## src/shared/alarm_gate_consts.vh

```
`ifndef ALARM_GATE_CONSTS_VH
`define ALARM_GATE_CONSTS_VH
// Register offsets (word addresses on the plain register port)
`define SUPPLY_GATE_ADDR 8'h47
`define CLOCK_GATE_ADDR 8'h48
`define ALARM_STATUS_ADDR 8'h50
`define ALARM_ENABLE_ADDR 8'h51
// Reset values
`define SUPPLY_GATE_RST 16'h0000
`define CLOCK_GATE_RST 16'h0000
`define ALARM_ENABLE_RST 2'h0
// Supply gate field positions
`define SG_ANALOG_OV 15
`define SG_ANALOG_UV 14
`define SG_IO_OV 13
`define SG_IO_UV 12
`define SG_DIG_OV 11
`define SG_DIG_UV 10
`define SG_ANALOG_OSC 9
`define SG_IO_OSC 8
`define SG_DIG_OSC 7
`define SG_ANALOG_HOT 6
`define SG_IO_HOT 5
`define SG_ANALOG_CL 4
`define SG_IO_CL 3
`define SG_GND_A 2
`define SG_GND_B 1
`define SG_GND_D 0
// Clock gate field positions
`define CG_SPARE_HI 15
`define CG_SPARE_LO 10
`define CG_RATE 2
`define CG_DIAG_WD 1
`define CG_MAIN_WD 0
// Mask of writable clock gate bits; bits 9:3 stay zero
`define CG_WRITABLE 16'hfc07
// Status and enable bit positions
`define ST_SUPPLY 0
`define ST_CLOCK 1
`endif

```

## src/hw/alarm_combine.v

```verilog
`timescale 1ns/1ps
// Masked OR of a group of fault flags
module alarm_combine #(
  parameter WIDTH = 16
) (
  // Flags and their masks
  input wire [WIDTH-1:0] flags,
  input wire [WIDTH-1:0] mask,
  // Combined result
  output wire summary
);
  wire [WIDTH-1:0] pass;
  genvar i;
  // A zero mask lets a flag through, a one suppresses it
  generate
    for (i = 0; i < WIDTH; i = i + 1) begin : g_bit
      assign pass[i] = flags[i] & ~mask[i];
    end
  endgenerate
  assign summary = |pass;
endmodule // alarm_combine

```

## src/hw/supply_clock_fault_gating.v

```verilog
`timescale 1ns/1ps
`include "alarm_gate_consts.vh"
// Behaviour
// - Bits 15/14 mask analog over/under volt
// - Bits 13/12 mask I/O over/under volt
// - Bits 11/10 mask digital over/under volt
// - Bits 9/8/7 mask rail oscillation flags
// - Bits 6/5 mask regulator hot warnings
// - Bits 4/3 mask regulator current limits
// - Bits 2/1/0 mask ground open flags
// - Zero passes flag, one suppresses it
// - Clock bit 2 masks main clock rate
// - Clock bit 1 masks diag oscillator watchdog
// - Clock bit 0 masks main clock watchdog
// - Clock gate at 48h, resets 0000h
// - Clock gate bits 9:3 read zero
module supply_clock_fault_gating (
  // Clock and reset
  input wire clock,
  input wire resetn,
  // Register port
  input wire [7:0] addr,
  input wire [15:0] wdata,
  input wire wr,
  input wire rd,
  output reg [15:0] rdata_q,
  // Supply fault flags, active high
  input wire analog_rail_over_volt,
  input wire analog_rail_under_volt,
  input wire io_rail_over_volt,
  input wire io_rail_under_volt,
  input wire digital_rail_over_volt,
  input wire digital_rail_under_volt,
  input wire analog_rail_oscillation,
  input wire io_rail_oscillation,
  input wire digital_rail_oscillation,
  input wire analog_regulator_hot_warning,
  input wire io_regulator_hot_warning,
  input wire analog_regulator_current_limit,
  input wire io_regulator_current_limit,
  input wire analog_ground_a_open,
  input wire analog_ground_b_open,
  input wire digital_ground_open,
  // Clock fault flags, active high
  input wire main_clock_rate_error,
  input wire diag_oscillator_watchdog_error,
  input wire main_clock_watchdog_error,
  // Summary alarms and interrupt
  output reg supply_summary_alarm_q,
  output reg clock_summary_alarm_q,
  output reg irq_q
);
  reg [15:0] supply_gate_q;
  reg [15:0] clock_gate_q;
  reg [1:0] status_q;
  reg [1:0] status_d;
  reg [1:0] enable_q;
  reg [1:0] sum_prev_q;
  reg [15:0] rdata_d;
  wire [15:0] supply_flags;
  wire [15:0] clock_flags;
  wire supply_sum;
  wire clock_sum;
  wire [1:0] rise;
  wire status_rd;

  // Pack supply flags at the positions of their mask bits
  assign supply_flags[`SG_ANALOG_OV] = analog_rail_over_volt;
  assign supply_flags[`SG_ANALOG_UV] = analog_rail_under_volt;
  assign supply_flags[`SG_IO_OV] = io_rail_over_volt;
  assign supply_flags[`SG_IO_UV] = io_rail_under_volt;
  assign supply_flags[`SG_DIG_OV] = digital_rail_over_volt;
  assign supply_flags[`SG_DIG_UV] = digital_rail_under_volt;
  assign supply_flags[`SG_ANALOG_OSC] = analog_rail_oscillation;
  assign supply_flags[`SG_IO_OSC] = io_rail_oscillation;
  assign supply_flags[`SG_DIG_OSC] = digital_rail_oscillation;
  assign supply_flags[`SG_ANALOG_HOT] = analog_regulator_hot_warning;
  assign supply_flags[`SG_IO_HOT] = io_regulator_hot_warning;
  assign supply_flags[`SG_ANALOG_CL] = analog_regulator_current_limit;
  assign supply_flags[`SG_IO_CL] = io_regulator_current_limit;
  assign supply_flags[`SG_GND_A] = analog_ground_a_open;
  assign supply_flags[`SG_GND_B] = analog_ground_b_open;
  assign supply_flags[`SG_GND_D] = digital_ground_open;

  // Clock flags; spare and reserved positions carry no source
  assign clock_flags[15:3] = 13'h0000;
  assign clock_flags[`CG_RATE] = main_clock_rate_error;
  assign clock_flags[`CG_DIAG_WD] = diag_oscillator_watchdog_error;
  assign clock_flags[`CG_MAIN_WD] = main_clock_watchdog_error;

  // Gating leaves the source flags untouched; only the summary is masked
  alarm_combine #(
    .WIDTH(16)
  ) u_supply (
    .flags(supply_flags),
    .mask(supply_gate_q),
    .summary(supply_sum)
  );

  alarm_combine #(
    .WIDTH(16)
  ) u_clock (
    .flags(clock_flags),
    .mask(clock_gate_q),
    .summary(clock_sum)
  );

  // Mask register writes
  always @(posedge clock or negedge resetn) begin
    if (!resetn) begin
      supply_gate_q <= `SUPPLY_GATE_RST;
      clock_gate_q <= `CLOCK_GATE_RST;
      enable_q <= `ALARM_ENABLE_RST;
    end else if (wr) begin
      case (addr)
        `SUPPLY_GATE_ADDR: begin
          supply_gate_q <= wdata;
        end
        `CLOCK_GATE_ADDR: begin
          // Bits 9:3 are never stored, spare bits 15:10 are
          clock_gate_q <= wdata & `CG_WRITABLE;
        end
        `ALARM_ENABLE_ADDR: begin
          enable_q <= wdata[1:0];
        end
        default: begin
          supply_gate_q <= supply_gate_q;
        end
      endcase
    end
  end

  // Summary bits are registered so outputs come from flip-flops
  always @(posedge clock or negedge resetn) begin
    if (!resetn) begin
      supply_summary_alarm_q <= 1'b0;
      clock_summary_alarm_q <= 1'b0;
      sum_prev_q <= 2'h0;
    end else begin
      supply_summary_alarm_q <= supply_sum;
      clock_summary_alarm_q <= clock_sum;
      sum_prev_q <= {clock_sum, supply_sum};
    end
  end

  // A summary rising edge is the event; a long-held fault raises it once
  assign rise = {clock_sum, supply_sum} & ~sum_prev_q;
  assign status_rd = rd && (addr == `ALARM_STATUS_ADDR);

  // Read clears status, but a new event in the same cycle wins
  always @* begin
    status_d = status_q;
    if (status_rd) begin
      status_d = 2'h0;
    end
    status_d = status_d | rise;
  end

  always @(posedge clock or negedge resetn) begin
    if (!resetn) begin
      status_q <= 2'h0;
      irq_q <= 1'b0;
    end else begin
      status_q <= status_d;
      irq_q <= |(status_d & enable_q);
    end
  end

  // Read mux; unmapped addresses read zero
  always @* begin
    rdata_d = 16'h0000;
    case (addr)
      `SUPPLY_GATE_ADDR: begin
        rdata_d = supply_gate_q;
      end
      `CLOCK_GATE_ADDR: begin
        rdata_d = clock_gate_q & `CG_WRITABLE;
      end
      `ALARM_STATUS_ADDR: begin
        rdata_d = {14'h0000, status_q};
      end
      `ALARM_ENABLE_ADDR: begin
        rdata_d = {14'h0000, enable_q};
      end
      default: begin
        rdata_d = 16'h0000;
      end
    endcase
  end

  // Read data stands only in the cycle after the strobe
  always @(posedge clock or negedge resetn) begin
    if (!resetn) begin
      rdata_q <= 16'h0000;
    end else if (rd) begin
      rdata_q <= rdata_d;
    end else begin
      rdata_q <= 16'h0000;
    end
  end
endmodule // supply_clock_fault_gating

```

## config.mk

```make
export PLATFORM = sky130hd
export DESIGN_NAME = supply_clock_fault_gating
export DESIGN_NICKNAME = d
export VERILOG_FILES = /design/src/hw/alarm_combine.v /design/src/hw/supply_clock_fault_gating.v
export VERILOG_INCLUDE_DIRS = /design/src /design/src/shared
export SDC_FILE = /design/constraint.sdc
export NUM_CORES = 1
export LEC_CHECK = 0
export BUFFER_PORTS_ARGS = -buffer_cell sky130_fd_sc_hd__buf_2
export CAP_MARGIN = 20
export CORE_ASPECT_RATIO = 1.4
export CORE_MARGIN = 10
export CORE_UTILIZATION = 50
export DETAILED_ROUTE_END_ITERATION = 8
export GPL_ROUTABILITY_DRIVEN = 1
export PLACE_DENSITY_LB_ADDON = 0.3
export SYNTH_ARGS = -nofsm -noshare
export SYNTH_HDL_FRONTEND = slang
export SYNTH_SLANG_ARGS = --single-unit
export TNS_END_PERCENT = 30
```

## constraint.sdc

```tcl
create_clock -name clock -period 2.6 [get_ports clock]
set_input_delay 0.26 -clock clock [delete_from_list [all_inputs] [get_ports clock]]
set_output_delay 0.26 -clock clock [all_outputs]
set_load 0.005 [all_outputs]
```

Word-level counts from Yosys, hierarchy flattened
Index checks and enable logic that the tools add are counted.
{"block": "totals", "reg_bits": 50, "inputBits": 47, "output_inout_bits": 19, "elab_cells": 65}
{"block": "classes", "eq_ne": 4, "mux": 3, "bitwise": 42, "n_reduce_logical": 7}
{"cell": "$pmux W16 S4", "count": 1}
{"cell": "$eq A8 B7 Y1 const B", "count": 4}
{"cell": "$and A1 B1 Y1", "count": 19}
{"cell": "$not A1 Y1", "count": 19}
{"cell": "$mux W16", "count": 1}
{"cell": "$reduce_or A16 Y1", "count": 1}
{"cell": "$reduce_and A2 Y1", "count": 3}
{"cell": "$and A2 B2 Y2", "count": 2}
{"cell": "$reduce_or A3 Y1", "count": 1}
{"cell": "$mux W2", "count": 1}
{"cell": "$not A2 Y2", "count": 1}
{"cell": "$or A2 B2 Y2", "count": 1}
{"cell": "$reduce_or A2 Y1", "count": 1}
{"cell": "$logic_and A1 B1 Y1", "count": 1}

Logic depth before layout (Yosys ltp)
{"block": "depth", "depth_word": 7, "ltp_mapped": 6, "depth_no_buf": 4}

By module
From an unflattened synthesis, not the netlist that was laid out.
{"block": "hier_totals", "hier_cells": 177, "hier_area_um2": 2314.7}
{"module": "supply_clock_fault_gating", "instances": 1, "cells_per_inst": 135, "area_per_inst_um2": 1956.9, "seq_area_each_um2": 1201.2}
{"module": "alarm_combine", "instances": 2, "cells_per_inst": 21, "area_per_inst_um2": 178.9, "seq_area_each_um2": 0.0}

Worst setup path after synthesis
Ideal clock, no wire load.
{"block": "synth_timing", "path_kind": "input-to-reg", "from": "input addr[7]", "to": "register supply_gate_q[10]", "setup_ns": 0.125, "arrival_time_ns": 1.824, "required_time_ns": 2.475, "setup_slack_ns": 0.651, "stages": 6, "path_buffers": 2, "cell_sequence": "or3b_1 > buf_2 > nor4_4 > nand2_4 > buf_6 > mux2_4"}
{"block": "synth_via", "elab_chain_len": 2}
{"element": "from (decl)", "line_no": "supply_clock_fault_gating.v:22", "text": "input wire [7:0] addr,"}
{"element": "$eq A8 B7 Y1", "line_no": "supply_clock_fault_gating.v:115", "text": "case (addr)"}
{"element": "$reduce_and A2 Y1 (no line)"}
{"element": "to (signal assigned)", "line_no": "supply_clock_fault_gating.v:111", "text": "supply_gate_q <= `SUPPLY_GATE_RST;"}
{"element": "to (signal assigned)", "line_no": "supply_clock_fault_gating.v:117", "text": "supply_gate_q <= wdata;"}
{"element": "to (signal assigned)", "line_no": "supply_clock_fault_gating.v:127", "text": "supply_gate_q <= supply_gate_q;"}
{"element": "to (decl)", "line_no": "supply_clock_fault_gating.v:53", "text": "reg [15:0] supply_gate_q;"}
No other way between the ends.
A chain may end at the register's enable or synchronous reset.

Final worst setup path
{"block": "layout_timing", "from": "input addr[1]", "to": "register clock_gate_q[2]"}
{"block": "layout_via", "elab_chain_len": 2}
{"element": "$eq A8 B7 Y1", "line_no": "supply_clock_fault_gating.v:115"}
{"element": "$reduce_and A2 Y1 (no line)"}
{"element": "to (signal assigned)", "line_no": "supply_clock_fault_gating.v:112", "text": "clock_gate_q <= `CLOCK_GATE_RST;"}
{"element": "to (signal assigned)", "line_no": "supply_clock_fault_gating.v:121", "text": "clock_gate_q <= wdata & `CG_WRITABLE;"}
{"element": "to (decl)", "line_no": "supply_clock_fault_gating.v:54", "text": "reg [15:0] clock_gate_q;"}
No other way between the ends.

==> results.py <==
metrics = {
    "clocking": {
        "clk_latency_ns": 0.30,
        "cts_tree": "yes",
        "cts.repair.resized": 0,
        "cts_inserted_buffers": 5,
        "cts_htree_levels": 2,
        "clk_pin_slew_ns": 0.08,
        "clockRootBuffer": "clkbuf_8",
        "postCtsSetupBuffers": 0,
        "cts.sinks": 48,
        "cts_buffer_depth": 2,
    },
    "yosys": {
        "synthArstFlopShare": 1.000,
        "synth_xor_area_frac": 0,
        "synth_top_family_by_area": "multiplexers",
        "synth_compound_area_frac": 0.07757,
        "synth_largest_area_cell": "dfrtp_1",
        "yosysMostFrequentCell": "dfrtp_1",
        "ys_top_cells_by_count": "dfrtp_1, mux2_2, nand2b_1",
        "syn_nets": 204,
        "syn_area_um2": 2081,
        "synthTopCellsByArea": "dfrtp_1, mux2_2, mux2_4",
        "synth_seq_cells": 48,
        "yosys.area_share.simple": 0.1545,
        "avgSynthCellArea_um2": 13.25,
        "synth_cell_types": 29,
        "synth_flop_cell": "dfrtp_1",
        "muxShareOfSynthArea": 0.1642,
        "synth_edf_count": 0,
        "seq_area_frac_synth": 0.5773,
        "syn_inst": 157,
        "yosysTopAreaCellShare": 0.5773,
        "synth_warnings": 0,
        "synth_adder_area_share": 0,
    },
    "routing": {
        "wl_met3_um": 339,
        "first_iter_violations": 56,
        "drt-total-wl_um": 4727,
        "wl_met2_um": 2436,
        "top_layer": "met4",
        "drt_first_pass_iters": 4,
        "via_per_inst": 5.467,
        "ant_nets": 0,
        "met1_length_um": 1845,
        "drcViolationCount": 0,
        "vias": 1487,
        "wl_per_cell_um": 17.38,
    },
    "worst_setup_path": {
        "path_class": "input port to flop",
        "ff2ff_path_depth": 4,
        "worstSetupStartpoint": "addr[1]",
        "cp-end-kind": "flop",
        "rrSetupSlack_ns": 1.00,
        "worst_path_max_delay_cell": "or4b_2",
        "timing.rr.end": "irq_q",
        "crit_chain": "buf_2 -> or4b_2 -> nor3_1 -> nand2_1 -> mux2_2",
        "cp-endpoint": "clock_gate_q[2]",
        "required_ns": 2.79,
        "critical_path_arrival_ns": 1.93,
        "startpoint_type": "input port",
        "worstPathMaxFanout": 9,
        "r2r-start": "supply_gate_q[4]",
        "slowest_delay_ns": 0.66,
    },
    "cells_and_area": {
        "syn2layout_area_growth_pct": 23.45,
        "antenna_cells": 0,
        "drive_gt1_frac": 0.4672,
        "finalNetCount": 275,
        "n_fill_cell": 350,
    },
    "global_routing": {
        "grtUsageTotal": 0.1397,
        "grt_antenna_before_repair": 0,
        "grt_pass1_vias": 1614,
        "grt_first_pass_wirelength_um": 7665,
        "grt_start_max_net_pins": 49,
        "grt.overflow.total": 0,
    },
    "placed_design": {
        "io_buffer_count": 65,
        "place.gp.congestion": 0.7691,
        "dp_hpwl_um": 3609,
    },
    "timing": {
        "drv_slew": 0,
        "setup_violations": 0,
        "fin_setup_tns_ns": 0,
        "layout_worst_path_cycle_share": 0.6699,
        "maxClockFrequency_mhz": 574.2,
        "fin_hold_ws_ns": 0.1885,
        "rsz0062_at_grt": "false",
        "skew_ns": 0.004237,
        "min_period_ns": 1.742,
        "hold_viol": 0,
        "tightest_slew_ns": 0.6212,
        "slew_headroom": 0.5821,
    },
    "power": {
        "max-vdd-ir-drop_uv": 376.0,
        "powerDensity_nw_per_um2": 526.3,
        "p_leak_nw": 1.378,
    },
    "floorplan": {
        "die_w_um": 74.52,
        "fp.dieH_um": 96.33,
        "rows": 27,
        "initial_core_util": 0.5220,
        "die_area_um2": 7179,
        "core_um2": 3986,
        "design.portCount": 66,
    },
    "run": {
        "maxCapViolCount": 0,
    },
    "min_path": {
        "min_path_type": "input port to flop",
    },
    "outcome": {
        "status": "finished, final reports clean",
    },
}
timing repair:
item                                    CTS  global route
hold endpoints to repair                  0             4
endpoints found under the setup margin    0             0
hold buffers                              0             1
metrics by stage:
| step | setup slack (ns) | power (mW) | area (um^2) | util | cells |
|---|---|---|---|---|---|
| floorplan | 0.6509 | 0.8451 | 2081 | - | 157 |
| global placement | 0.5366 | 0.9120 | 2446 | 0.6136 | 262 |
| detailed placement | 0.5239 | 0.9150 | 2446 | 0.6136 | 262 |
| CTS | 0.8473 | 1.362 | 2539 | 0.6368 | 270 |
| global route | 0.7747 | 1.408 | 2569 | 0.6444 | 272 |
| finish | 0.8583 | 1.352 | 2569 | 0.6444 | 272 |
power by group:
| part | internal [mW] | switching (mW) |
|---|---|---|
| clock | 0.212 | 0.237 |
| sequential | 0.770 | 0.0168 |
| combinational | 0.0641 | 0.0525 |
flip-flops by register name, summed over array words and instances, names as in the netlist:
signal / count
rdata_q: 16
supply_gate_q: 16
clock_gate_q: 9
enable_q: 2
status_q: 2
clock_summary_alarm_q: 1
irq_q: 1
sum_prev_q: 1
worst min-delay path by stage:
stage / start / end / slack [ns] / depth (start not counted)
6_report: wdata[4] / supply_gate_q[4] / 0.19 / 2
2_1_floorplan: resetn / clock_gate_q[0] / -0.04 / 0
3_5_place_dp: sum_prev_q[0] / status_q[0] / 0.49 / 1
4_1_cts: resetn / rdata_q[7] / 0.17 / 1
3_3_place_gp: sum_prev_q[0] / status_q[0] / 0.46 / 1
5_1_grt: wdata[8] / supply_gate_q[8] / 0.18 / 2
area by class of cell:
class,count,area (um^2),share of cell area
Sequential cell,48,1201,0.4676
Multi-Input combinational cell,97,824.5,0.3210
Timing Repair Buffer,69,370.4,0.1442
Clock buffer,6,82.58,0.03215
Tap cell,43,53.80,0.02094
Inverter,7,26.28,0.01023
Clock inverter,2,10.01,0.003897
cell families (layout without fill, tap and decap cells):
kind of cell | count (synthesis) | in the layout
AND/OR/NAND/NOR | 48 | 48
multiplexers | 27 | 27
buffers and inverters | 12 | 84
AO/OA/AOI/OAI | 22 | 22
flip-flops | 48 | 48
critical path: cells and delay by family:
| family | cells | cell delay (ns) |
|---|---|---|
| buffers and inverters | 1 | 0.12 |
| multiplexers | 1 | 0.35 |
| AND/OR/NAND/NOR | 3 | 1.19 |
routing by layer:
| layer | GRT usage | vias up |
|---|---|---|
| met2 | 0.2328 | 48 |
| met5 | 0 | - |
| met1 | 0.1541 | 731 |
| met3 | 0.05149 | 8 |
| li1 | - | 700 |
| met4 | 0.06487 | 0 |
cell usage in the layout, fill, tap and decap left out, types with 2 or more instances in the layout:
cell type  netlist  final
nand2b_1        17     17
clkinv_2         0      2
mux2_2          17     17
inv_1            7      7
clkbuf_8         0      6
a21oi_1          3      3
and3_1           7      7
mux2_4          10     10
buf_4            0      2
buf_2            1     65
nor2b_1          7      7
dfrtp_1         48     48
nand3_1          2      2
nor3_1           2      2
o2111ai_1        4      4
nor4_1           2      2
nand2_1          4      4
a22oi_1         11     11
(Power assumes the default switching activity.)
